--- config.mk ---
export PLATFORM = sky130hd
export DESIGN_NAME = host_interrupt_aggregator
export DESIGN_NICKNAME = d
export VERILOG_FILES = /design/src/hdl/irq_agg_pkg.sv /design/src/hdl/host_interrupt_aggregator.sv
export SDC_FILE = /design/constraint.sdc
export NUM_CORES = 1
export LEC_CHECK = 0
export BUFFER_PORTS_ARGS = -buffer_cell sky130_fd_sc_hd__clkbuf_2
export CORE_ASPECT_RATIO = 1.2
export CORE_MARGIN = 2
export CORE_UTILIZATION = 40
export CTS_CLUSTER_DIAMETER = 120
export DETAILED_ROUTE_END_ITERATION = 12
export SETUP_SLACK_MARGIN = 0.2
export SYNTH_ARGS = -nofsm -noshare
export SYNTH_HDL_FRONTEND = slang
export SYNTH_SLANG_ARGS = --single-unit
--- constraint.sdc ---
create_clock -name sys_clk -period 1.7 [get_ports sys_clk]
set_input_delay 0.34 -clock sys_clk [delete_from_list [all_inputs] [get_ports sys_clk]]
set_output_delay 0.34 -clock sys_clk [all_outputs]
set_load 0.03 [all_outputs]
--- src/hdl/irq_agg_pkg.sv ---
// Register map, field positions and constants of the host interrupt aggregator.
package irq_agg_pkg;
	localparam int ADDR_W = 9;
	localparam logic [8:0] OFF_FIFO_FAULT_STATUS = 9'h1C8;
	localparam logic [8:0] OFF_FIFO_FAULT_MASK = 9'h1CC;
	localparam logic [8:0] OFF_TX_ROLL_STATUS = 9'h1D0;
	localparam logic [8:0] OFF_TX_ROLL_MASK = 9'h1D4;
	localparam logic [8:0] OFF_RX_ROLL_STATUS = 9'h1D8;
	localparam logic [8:0] OFF_RX_ROLL_MASK = 9'h1DC;
	localparam logic [8:0] OFF_TOP_STATUS = 9'h1E8;
	localparam logic [8:0] OFF_TOP_MASK = 9'h1EC;
	localparam logic [31:0] RST_VAL = 32'h00000000;
	localparam logic [31:0] FIFO_FAULT_VALID = 32'hCCCCCCCC;
	localparam int BIT_WAKE = 20;
	localparam int BIT_QSTAT = 19;
	localparam int BIT_FIFO_FAULT = 18;
	localparam int BIT_PHY = 17;
	localparam int BIT_ROLL = 16;
	localparam int BIT_TX_BAD = 12;
	localparam int BIT_RX_BAD = 11;
	localparam int BIT_LATE_RX = 8;
	localparam int BIT_EARLY_RX = 7;
	localparam int BIT_LATE_TX = 5;
	localparam int BIT_EARLY_TX = 4;
	localparam int BIT_WATERMARK = 3;
	localparam int BIT_NO_MEM = 2;
	localparam int BIT_PAUSE = 1;
	localparam int BIT_CLASS = 0;
	localparam logic [15:0] EVENT_VALID = 16'h19BF;
	localparam logic [4:0] PHY_MGMT_ADDRESS = 5'h01;
endpackage : irq_agg_pkg

--- src/hdl/host_interrupt_aggregator.sv ---
// Host interrupt aggregator: source status, masks, top status and the interrupt output.
`timescale 1ns/1ns
// Contract
// - Fault mask bit forwards matching fifo fault status bit to top status.
// - Tx rollover bit n sets on tx counter n rollover; clears on read.
// - Tx rollover mask bit forwards matching tx rollover bit upward.
// - Rx rollover bit n sets on counter n+32 rollover; clears on read.
// - Rx rollover mask bit forwards matching rx rollover bit upward.
// - Top bit 20 shows the active-low power event input asserted.
// - Top bits 19..16 are summaries, follow sources, not cleared by read.
// - Top bits 15..0 are event flags cleared by reading top status.
// - Top bit 12 sets when a transmitted frame ended with error.
// - Top bit 11 sets when a frame was received with error.
// - Top bit 8 sets when a complete frame joins the receive queue.
// - Top bit 7 sets on start of reception.
// - Top bit 5 sets on transmission completion.
// - Top bit 4 sets on transmission start.
// - Top bit 3 sets when free block count hits low watermark.
// - Top bit 2 sets when a queue requests memory and none is free.
// - Top bit 1 sets when local pause turns on or off.
// - Top bit 0 sets on a packet classification event.
// - Top mask bit lets matching top status bit drive the interrupt.
// - Unsupported PHY management registers read as zero (outside this block).
// - PHY answers only management address 00001b (outside this block).
module host_interrupt_aggregator (
	input wire logic sys_clk,
	input wire logic rst_n,
	input wire logic reg_rd,
	input wire logic reg_wr,
	input wire logic [8:0] reg_addr,
	input wire logic [31:0] reg_wdata,
	output logic [31:0] reg_rdata,
	input wire logic [31:0] fifo_fault_event,
	input wire logic [31:0] tx_roll_event,
	input wire logic [31:0] rx_roll_event,
	input wire logic queue_state_pending,
	input wire logic phy_irq,
	input wire logic power_event_n,
	input wire logic [15:0] event_pulse,
	output logic irq
);
	logic [31:0] ff_stat_r;
	logic [31:0] ff_mask_r;
	logic [31:0] tx_stat_r;
	logic [31:0] tx_mask_r;
	logic [31:0] rx_stat_r;
	logic [31:0] rx_mask_r;
	logic [15:0] evt_r;
	logic [4:0] sum_r;
	logic [31:0] top_mask_r;
	logic [31:0] top_nxt;
	logic rd_ff;
	logic rd_tx;
	logic rd_rx;
	logic rd_top;

	assign rd_ff = reg_rd && reg_addr == irq_agg_pkg::OFF_FIFO_FAULT_STATUS;
	assign rd_tx = reg_rd && reg_addr == irq_agg_pkg::OFF_TX_ROLL_STATUS;
	assign rd_rx = reg_rd && reg_addr == irq_agg_pkg::OFF_RX_ROLL_STATUS;
	assign rd_top = reg_rd && reg_addr == irq_agg_pkg::OFF_TOP_STATUS;

	// Sticky source bits; a new event wins over a clearing read in the same cycle.
	always_ff @(posedge sys_clk or negedge rst_n) begin
		if (!rst_n) begin
			ff_stat_r <= irq_agg_pkg::RST_VAL;
			tx_stat_r <= irq_agg_pkg::RST_VAL;
			rx_stat_r <= irq_agg_pkg::RST_VAL;
		end else begin
			ff_stat_r <= ((rd_ff ? 32'h0 : ff_stat_r) | fifo_fault_event)
				& irq_agg_pkg::FIFO_FAULT_VALID;
			tx_stat_r <= (rd_tx ? 32'h0 : tx_stat_r) | tx_roll_event;
			rx_stat_r <= (rd_rx ? 32'h0 : rx_stat_r) | rx_roll_event;
		end
	end

	always_ff @(posedge sys_clk or negedge rst_n) begin
		if (!rst_n) begin
			ff_mask_r <= irq_agg_pkg::RST_VAL;
			tx_mask_r <= irq_agg_pkg::RST_VAL;
			rx_mask_r <= irq_agg_pkg::RST_VAL;
			top_mask_r <= irq_agg_pkg::RST_VAL;
		end else if (reg_wr) begin
			case (reg_addr)
				irq_agg_pkg::OFF_FIFO_FAULT_MASK: ff_mask_r <= reg_wdata;
				irq_agg_pkg::OFF_TX_ROLL_MASK: tx_mask_r <= reg_wdata;
				irq_agg_pkg::OFF_RX_ROLL_MASK: rx_mask_r <= reg_wdata;
				irq_agg_pkg::OFF_TOP_MASK: top_mask_r <= reg_wdata;
				default: ;
			endcase
		end
	end

	// Event flags, cleared by reading the top status; a same-cycle event survives.
	always_ff @(posedge sys_clk or negedge rst_n) begin
		if (!rst_n) begin
			evt_r <= 16'h0000;
		end else begin
			// Bits 12,11,8,7,5,4,3,2,1,0 as wired on event_pulse.
			evt_r <= ((rd_top ? 16'h0000 : evt_r) | event_pulse)
				& irq_agg_pkg::EVENT_VALID;
		end
	end

	// Summary bits are registered copies of their sources; reads leave them alone.
	always_ff @(posedge sys_clk or negedge rst_n) begin
		if (!rst_n) begin
			sum_r <= 5'h00;
		end else begin
			sum_r[4] <= !power_event_n;
			sum_r[3] <= queue_state_pending;
			sum_r[2] <= |(ff_stat_r & ff_mask_r);
			sum_r[1] <= phy_irq;
			sum_r[0] <= |(tx_stat_r & tx_mask_r) | |(rx_stat_r & rx_mask_r);
		end
	end

	assign top_nxt = {11'h000, sum_r, evt_r};

	always_ff @(posedge sys_clk or negedge rst_n) begin
		if (!rst_n) begin
			irq <= 1'b0;
		end else begin
			irq <= |(top_nxt & top_mask_r);
		end
	end

	always_ff @(posedge sys_clk or negedge rst_n) begin
		if (!rst_n) begin
			reg_rdata <= 32'h00000000;
		end else if (reg_rd) begin
			case (reg_addr)
				irq_agg_pkg::OFF_FIFO_FAULT_STATUS: reg_rdata <= ff_stat_r;
				irq_agg_pkg::OFF_FIFO_FAULT_MASK: reg_rdata <= ff_mask_r;
				irq_agg_pkg::OFF_TX_ROLL_STATUS: reg_rdata <= tx_stat_r;
				irq_agg_pkg::OFF_TX_ROLL_MASK: reg_rdata <= tx_mask_r;
				irq_agg_pkg::OFF_RX_ROLL_STATUS: reg_rdata <= rx_stat_r;
				irq_agg_pkg::OFF_RX_ROLL_MASK: reg_rdata <= rx_mask_r;
				irq_agg_pkg::OFF_TOP_STATUS: reg_rdata <= top_nxt;
				irq_agg_pkg::OFF_TOP_MASK: reg_rdata <= top_mask_r;
				default: reg_rdata <= 32'h00000000;
			endcase
		end
	end
endmodule : host_interrupt_aggregator

# After elaboration in Yosys (flattened, before gate mapping)

Index checks and enable logic that the tools add are counted.

Bits in registers: 256
Bits in latches: 0
Memory bits (writable): 0
Bits in read-only memories: 0
Output and inout bits: 33
Word-level logic and storage cells: 46
Memories: 0

$add $sub $neg: 0
Multipliers: 0
Div/mod/pow operators: 0
Magnitude comparators: 0
Eq/ne operators: 8
Shift-type cells: 0
Multiplexer cells: 5
Bitwise logic cells: 9
Reduce and logical (&&, ||, !) cells: 13

Operator list:

| cell                                    | count |
|---|---|
| 32-bit one-hot mux with 8 select lines  | 1 |
| 32-bit OR reduction                     | 4 |
| 32-bit AND                              | 3 |
| 32-bit 2-to-1 mux                       | 3 |
| 32-bit bitwise OR                       | 3 |
| 9-bit == test (second input constant)   | 8 |
| 21-bit by 32-bit AND with 32-bit output | 1 |
| 13-bit 2-to-1 mux                       | 1 |
| 13-bit bitwise OR                       | 1 |
| 2-bit AND reduction                     | 4 |
| 1-bit logical AND                       | 4 |
| 1-bit logical NOT                       | 1 |
| 1-bit bitwise OR                        | 1 |

# Depth between registers and ports, before layout

Gate-level depths: netlist of the first run.

Depth in word-level cells: 4
Depth in mapped cells: 6
Mapped depth without buffers: 4

# Worst setup path before layout of the first run

Ideal clock, no wire load.

Kind: input to register
Start point: input port reg_addr[3]
End point: register top_mask_r[11]
Data arrival time: 1.575 ns
Setup slack: 0.001 ns
Cell stages on the path: 6
Cell sequence: nor2b_1 and3_1 and3_1 clkbuf_1 buf_2 mux2_2

Cells in the longest elaborated chain, start to end: 2

Ends and longest elaborated chain:

| what                                 | RTL line                        | RTL |
|---|---|---|
| start: declaration                   | host_interrupt_aggregator.sv:30 | `input wire logic [8:0] reg_addr,` |
| 9-bit == test                        | host_interrupt_aggregator.sv:83 | `case (reg_addr)` |
| 2-bit AND reduction (no source line) | n/a                             |  |
| end signal: assignment               | host_interrupt_aggregator.sv:81 | `top_mask_r <= irq_agg_pkg::RST_VAL;` |
| end signal: assignment               | host_interrupt_aggregator.sv:87 | `irq_agg_pkg::OFF_TOP_MASK: top_mask_r <= reg_wdata;` |
| end: declaration                     | host_interrupt_aggregator.sv:50 | `logic [31:0] top_mask_r;` |

Every way passes these cells.
A chain may end at the register's enable or synchronous reset.

# Final worst setup path of the first run

Start point: register tx_stat_r[25]
End point: register sum_r[0]

Cells in the longest elaborated chain, start to end: 3

Ends and longest elaborated chain:

| what                     | RTL line                         | RTL |
|---|---|---|
| start: declaration       | host_interrupt_aggregator.sv:44  | `logic [31:0] tx_stat_r;` |
| start signal: assignment | host_interrupt_aggregator.sv:66  | `tx_stat_r <= irq_agg_pkg::RST_VAL;` |
| start signal: assignment | host_interrupt_aggregator.sv:71  | `tx_stat_r <= (rd_tx ? 32'h0 : tx_stat_r) \| tx_roll_event;` |
| 32-bit AND               | host_interrupt_aggregator.sv:113 | `sum_r[0] <= \|(tx_stat_r & tx_mask_r) \| \|(rx_stat_r & rx_mask_r);` |
| 32-bit OR reduction      | host_interrupt_aggregator.sv:113 |  |
| 1-bit bitwise OR         | host_interrupt_aggregator.sv:113 |  |
| end signal: assignment   | host_interrupt_aggregator.sv:113 |  |
| end: declaration         | host_interrupt_aggregator.sv:49  | `logic [4:0] sum_r;` |

Every way passes these cells.

==> impl_results.md, run 1 <==
* Outcome: finished, violations left
* Violations in the final reports: negative setup slack
* Post-route antenna net violation count at 0
* Multi-input gate area at between 5000 and 6000 µm²
* Die Span Y at 190 µm
* Maximum number of pins on one net before global-route repair at 70
* Latest clock arrival within the worst-skew pair at about 0.54 ns
* Number of design rule violations left after detail routing at 0
* Worst slew margin relative to its limit at 0.613
* DIE WIDTH at roughly 160 µm
* Routed length per placed instance at 24.2 µm
* Sequential fraction of the synthesis area at 0.553
* Final Worst Setup Slack at -0.0985 ns
* Non-filler cells, final at approximately 1,700
* Maximum clock insertion buffer count at 3
* Timing-limited maximum frequency at 0.556 GHz
* Flops & latches, synth at ~260
* Post-route clock period utilization at 1.06
* Cell-by-cell listing of the critical path: a22o_1, a221oi_2, nand4_1, or4_1
* Proportion of power drawn by the clock network at 0.431
* Routed via count divided by cell count at between 5 and 6
* Sequential cell area in the final layout at 6410 µm²
* NetSw at between 3000 and 4000 µW
* Longest individual stage delay on the worst path at between 0.5 and 0.6 ns
* Internal power contribution at 10,400 µW
* CTS buffer count at 27
* Slew @ Worst Pin at between 0.5 and 0.6 ns
* Fin. max-slew vios at 0
* Number of levels the H-tree was split into at 1
* Buf+Inv Stages, Crit Path at 0
* Post-Syn Instances at around 860
* Reg-to-Reg Start: tx_stat_r[25]$_DFF_PN0_
* Global router's overall resource usage at 0.260
* Post-place setup slack at -0.349 ns
* Synth unique cells at 46
* First-pass GRT wire length at 60.0 mm
* Launch point of the worst hold path: tx_roll_event[7]
* First-pass detailed-route iteration total at 5
* Required time reported for the critical path endpoint at 2.11 ns
* Largest driver fanout on the critical path at 2
* Most common library cells after synthesis: 256 x dfrtp_1, 158 x mux2_2, 90 x a21o_1
* TritonCTS clock tree: built
* Area Overhead vs Synth at 46.0%
* Total negative slack for setup checks at -0.0985 ns
* Cells taking the most area after synthesis: dfrtp_1 55%, mux2_2 15%, a21o_1 5.8%
* Share of synthesized flip-flops with an asynchronous set or reset at 1.00
* Number of antenna cells inserted at 0
* Antenna violations before repair at 0
* Type of element capturing the critical path: register
* Most frequent cell after synthesis: dfrtp_1
* Leakage power total at ~0.0075 µW
* Netlist area before placement at 11,600 µm²
* Total placed instance area at about 15,000 µm²
* Cell at the slowest stage of the critical path: or4_1
* Power density normalized to cell area at 805 nW/µm²
* Final HPWL DP at ~28 mm
* Startpoint type of the worst setup path: register
* Count of endpoints failing setup in the final report at 1
* Final instance area at ~17,000 µm²
* Vias in the first global route at just under 10,000
* Number of rows in the core area at between 60 and 70
* Data arrival time of the critical path at about 2.2 ns
* Full die area at ~30,000 µm²
* Worst Skew at between 0.015 and 0.02 ns
* Clock Sinks at 256
* Starting density of the core at 0.404
* Max-Cap Viols at 0
* Startpoint of the most critical setup path: tx_stat_r[25]$_DFF_PN0_
* CTS Root Cell: clkbuf_16
* DR vias at approximately 9,300
* Post-Syn Nets at a little over 1,000
* DRC violation total after the first TritonRoute iteration at about 560
* Top FF cell, synth: dfrtp_1
* Kind of path behind the tightest hold check: input pin to register
* Power share of the combinational group at 0.105
* Ratio of cells with drive above 1 in the final layout at 0.514
* Total wire length at about 40 mm
* Buffers added on ports at 170
* Total global routing overflow at 0
* Max VDD drop at between 0.6 and 0.7 mV
* Number of fill cells at about 2,400
* Number of synthesized flops with an enable pin at 0
* Total count of hold-check failures in the final report at 0
* Number of nets at the end of the flow at between 1,000 and 1,500
* Portion of total power attributed to sequential cells at 0.463
* Number of cells in the design after placement at 1,513
* Fraction of synthesized cell area taken by the top area cell type at 0.553
* Count of yosys warnings during synthesis at 0
* RSZ-0062 raised after global routing: yes
* Switching portion of total power at 0.239
* Mean instance size in the synthesized netlist at approximately 14 µm²
* Post-route minimum period at ~1.8 ns
* Cell family with the largest share of critical-path delay: simple AND/OR/NAND/NOR gates
* Cell accounting for the most synthesized area: dfrtp_1
* I/O pin count at around 190
* Routability-driven placement congestion ratio at just under 0.9
* Area of the placeable core at 28,700 µm²
* Post-CTS clock slew at the launch and capture registers of the worst setup and hold paths at roughly 0.06 ns
* Crit path kind: register to register
-- sequential cells by signal, summed over array words and instances, names as in the netlist --
name / flops
ff_mask_r: 32
reg_rdata: 32
rx_mask_r: 32
rx_stat_r: 32
top_mask_r: 32
tx_mask_r: 32
tx_stat_r: 32
ff_stat_r: 16
evt_r: 10
sum_r: 5
irq: 1
-- kinds of logic after synthesis --
group | count (synthesis) | synth area share
compound gates | 235 | 0.165
flops | 256 | 0.553
simple gates | 91 | 0.0511
mux | 210 | 0.205
buf+inv | 63 | 0.0248
-- power groups by stage --
stage / registers (µW) / clock network [µW] / logic (µW)
final: 6310 / 5870 / 1430
after global placement: 6410 / 0 / 1200
after CTS: 6300 / 5970 / 1400
after detailed placement: 6410 / 0 / 1200
after global routing: 6320 / 6230 / 1530
after floorplan: 6390 / 0 / 495
-- per-stage QoR --
step | power [µW] | utilization | hold WS, ns
3_5_place_dp | 7610 | 0.509 | 0.199
3_3_place_gp | 7610 | 0.509 | 0.201
4_1_cts | 13700 | 0.578 | 0.000744
5_1_grt | 14100 | 0.590 | 0.0116
6_report | 13600 | 0.590 | 0.0112
2_1_floorplan | 6880 | - | 0.0444
-- layer usage --
metal / global-route usage / vias to the layer above / routed length (µm)
met4: 0.0682 / 0 / 1090
met3: 0.0272 / 56 / 1490
met5: 0 / - / 0
li1: - / 4131 / -
met2: 0.453 / 244 / 20200
met1: 0.348 / 4873 / 17400
-- repair_timing --
item | CTS | global route
pin swaps | 5 | 20
setup endpoints to repair | 21 | 33
hold buffers | 84 | 0
setup buffers | 5 | 7
hold endpoints to repair | 282 | 0
resized for setup | 49 | 70
cloned | 0 | 3
-- placed cells by master (no fill, tap or decap), drive strengths merged, types with 7 or more instances in the layout --
master / synthesis / final
nor4b: 9 / 9
a22oi: 18 / 18
a21o: 90 / 90
nand4: 7 / 7
a21oi: 28 / 28
dfrtp: 256 / 256
clkinv: 0 / 7
a2111oi: 12 / 12
mux2: 162 / 162
nor4: 25 / 25
mux2i: 42 / 42
a221oi: 38 / 38
buf: 33 / 192
nor2: 11 / 11
o2bb2ai: 12 / 12
clkbuf: 25 / 191
nor3: 13 / 13
dlygate4sd3: 0 / 84
a22o: 28 / 28
-- final cells by class --
cell class              instances  share of cell area
flip-flops and latches        256               0.379
clock inverters                10             0.00614
well taps                     385              0.0285
inverters                       5             0.00111
multi-input cells             537               0.328
clock buffers                  38              0.0454
repair buffers                429               0.211
-- worst reg2reg max path: cells and delay by family (launching register included) --
kind / cells / cell delay (ns)
simple gates: 2 / 0.76
flops: 1 / 0.38
compound gates: 2 / 0.54
-- worst paths after layout --
| check | endpoint | slack, ns | cells past startpoint |
|---|---|---|---|
| worst max register to register | sum_r[0]$_DFF_PN0_ | -0.1 | 4 |
| worst max-delay path | sum_r[0]$_DFF_PN0_ | -0.1 | 4 |
| max in group asynchronous | rx_stat_r[8]$_DFF_PN0_ | 0.80 | 3 |
| min in group asynchronous | rx_mask_r[1]$_DFFE_PN0P_ | 0.23 | 2 |
| worst min register to register | ff_mask_r[17]$_DFFE_PN0P_ | 0.51 | 1 |
| worst min-delay path | tx_stat_r[7]$_DFF_PN0_ | 0.01 | 2 |
No activity file was read; power rests on OpenSTA's default activity.
==> inputs of run 2 (changes only) <==
CTS_CLUSTER_SIZE = 30   (was not set)
PLACE_DENSITY = 0.71   (was not set)
==> impl_results.md, run 2 (synthesis gave the netlist of run 1 again) <==
* Ratio of cells with drive above 1 in the final layout at 0.550 (was 0.514)
* Maximum number of pins on one net before global-route repair at 74 (was 70)
* Number of fill cells at 2,380 (was 2,353)
* Post-route minimum period at 1.83 ns (was 1.80 ns)
* Register-to-register setup slack at -0.13 ns (was -0.1 ns)
* Routability-driven placement congestion ratio at 0.910 (was 0.875)
* Multi-input gate area at 5630 µm² (was 5550 µm²)
* Data arrival time of the critical path at 2.19 ns (was 2.21 ns)
* Full die area at 30,300 µm² (unchanged)
* Buf+Inv Stages, Crit Path at 1 (was 0)
* Post-CTS clock slew at the launch and capture registers of the worst setup and hold paths at 0.12 ns (was 0.06 ns)
* Number of antenna cells inserted at 0 (unchanged)
* Final core utilization at 0.551 (was 0.590)
* RSZ-0062 raised after global routing: yes (unchanged)
* Power density normalized to cell area at 697 nW/µm² (was 805 nW/µm²)
* First-pass GRT wire length at 56.5 mm (was 60.0 mm)
* Area of the placeable core at 28,700 µm² (unchanged)
* First-pass detailed-route iteration total at 5 (unchanged)
* Clock Sinks at 256 (unchanged)
* Routed length per placed instance at 24.4 µm (was 24.2 µm)
* Maximum clock insertion buffer count at 3 (unchanged)
* Sequential cell area in the final layout at 6410 µm² (about the same)
* Post-route clock period utilization at 1.08 (was 1.06)
* Leading cell type in the layout, fill and taps excluded: dfrtp_1 (unchanged)
* Required time reported for the critical path endpoint at 2.06 ns (was 2.11 ns)
* Type of element capturing the critical path: register (unchanged)
* Startpoint of the most critical setup path: tx_stat_r[0]$_DFF_PN0_ (was tx_stat_r[25]$_DFF_PN0_)
* Vias in the first global route at 9,239 (was 9,701)
* Cell at the slowest stage of the critical path: or4_4 (was or4_1)
* Timing-limited maximum frequency at 0.546 GHz (was 0.556 GHz)
* Number of rows in the core area at 68 (unchanged)
* I/O pin count at 193 (unchanged)
* Met3 Resource Use GR at 0.0370 (was 0.0272)
* Post-route antenna net violation count at 0 (unchanged)
* Most heavily used metal layer in global routing: met2 (unchanged)
* Number of levels the H-tree was split into at 1 (unchanged)
* Kind of path behind the tightest hold check: input pin to register (unchanged)
* CTS Root Cell: clkbuf_16 (unchanged)
* Worst Skew at 0.0251 ns (was 0.0192 ns)
* Starting density of the core at 0.404 (unchanged)
* Total wire length at 38.5 mm (was 40.2 mm)
* Reg-to-Reg Start: tx_stat_r[0]$_DFF_PN0_ (was tx_stat_r[25]$_DFF_PN0_)
* Buffers added on ports at 170 (unchanged)
* Total count of hold-check failures in the final report at 0 (unchanged)
* Outcome: finished, violations left (unchanged)
* Max VDD drop at 0.516 mV (was 0.676 mV)
* Largest driver fanout on the critical path at 2 (unchanged)
* Leakage power total at 0.00703 µW (was 0.00749 µW)
* Met1 Track Usage GR at 0.328 (was 0.348)
* Routed via count divided by cell count at 5.76 (was 5.60)
* Startpoint type of the worst setup path: register (unchanged)
* Area Overhead vs Synth at 36.3% (was 46.0%)
* TritonCTS clock tree: built (unchanged)
* Number of nets at the end of the flow at 1,350 (was 1,416)
* Max-Cap Viols at 0 (unchanged)
* Launch point of the worst hold path: event_pulse[8] (was tx_roll_event[7])
* Power after layout at 11,000 µW (was 13,600 µW)
* Longest individual stage delay on the worst path at 0.47 ns (was 0.55 ns)
* Violations in the final reports: negative setup slack (unchanged)
* DIE WIDTH at 159 µm (unchanged)
* Antenna violations before repair at 1 (was 0)
* Final Worst Setup Slack at -0.132 ns (was -0.0985 ns)
* Cell family with the largest share of critical-path delay: simple AND/OR/NAND/NOR gates (unchanged)
* Cell-by-cell listing of the critical path: a22o_1, a221oi_2, buf_4, nand4_1, or4_4 (was a22o_1, a221oi_2, nand4_1, or4_1)
* Global router's overall resource usage at 0.245 (was 0.260)
* Most frequent cells in the layout: 256 x dfrtp_1, 168 x buf_4, 152 x clkbuf_2 (was 253 x dfrtp_1, 144 x clkbuf_2, 143 x buf_4)
* Count of endpoints failing setup in the final report at 1 (unchanged)
* Crit path kind: register to register (unchanged)
* Slew @ Worst Pin at 0.521 ns (was 0.579 ns)
* Worst slew margin relative to its limit at 0.651 (was 0.613)
* DR vias at 9,067 (was 9,304)
* Die Span Y at 190 µm (unchanged)
* Number of design rule violations left after detail routing at 0 (unchanged)
* Global-route met2 utilization at 0.403 (was 0.453)
* Final HPWL DP at 27.8 mm (was 28.3 mm)
* CTS buffer count at 12 (was 27)
* Latest clock arrival within the worst-skew pair at 0.50 ns (was 0.54 ns)
* Total global routing overflow at 0 (unchanged)
* Fin. max-slew vios at 0 (unchanged)
* DRC violation total after the first TritonRoute iteration at 812 (was 564)
run 2: changes by cell type in the layout (fill, tap and decap cells not counted), sizes merged:
cell / delta
buf: +23
bufinv: -2
clkbuf: -20
clkinv: -7
dlygate4sd3: -79
run 2: worst reg2reg max path, cell delays in order (launching register included):
cell and delay, ns:
dfrtp_1 0.41, a22o_1 0.25, a221oi_2 0.29, buf_4 0.17, nand4_1 0.10, or4_4 0.47
run 2: power breakdown:
| group | internal, µW | switching (µW) |
|---|---|---|
| clock network | 1410 | 1980 |
| logic | 628 | 697 |
| registers | 6200 | 91.1 |
| total | 8240 | 2770 |
run 2: timing repair:
item	in CTS	in global routing
hold buffers	4	1
setup buffers	12	6
endpoints found under the setup margin	10	51
endpoints found under the hold margin	32	1
pin swaps	9	14
gates cloned	0	4
gates resized for setup	29	88
run 2: worst paths after layout:
kind,end,cells past startpoint
max,sum_r[0]$_DFF_PN0_,5
min,evt_r[8]$_DFF_PN0_,2
max reg2reg,sum_r[0]$_DFF_PN0_,5
min reg2reg,ff_mask_r[20]$_DFFE_PN0P_,1
max in group asynchronous,top_mask_r[20]$_DFFE_PN0P_,3
min in group asynchronous,top_mask_r[31]$_DFFE_PN0P_,2
run 2: area by class of cell:
cell class / count / area share
Multi-Input combinational cell: 537 / 0.356
Timing Repair Buffer: 378 / 0.185
Inverter: 5 / 0.00119
Sequential cell: 256 / 0.406
Clock inverter: 1 / 0.00103
Clock buffer: 13 / 0.0206
Tap cell: 385 / 0.0305
run 2: per-stage QoR:
step / cell area (µm²) / cells / worst slack, ns / setup TNS, ns / hold WS (ns)
after floorplan: 12100 / 855 / 0.0110 / 0 / 0.0444
after global placement: 14700 / 1534 / -0.244 / -29.22 / 0.218
after detailed placement: 14700 / 1534 / -0.279 / -35.77 / 0.219
after CTS: 15300 / 1564 / -0.0897 / -0.0897 / 0.000487
after global routing: 15800 / 1575 / -0.158 / -0.158 / 0.00247
final: 15800 / 1575 / -0.132 / -0.132 / 0.00239
run 2: layer usage:
metal	vias up	part of all wire
li1	3970	-
met1	4658	0.42
met2	359	0.48
met3	78	0.057
met4	2	0.043
met5	-	0.00034
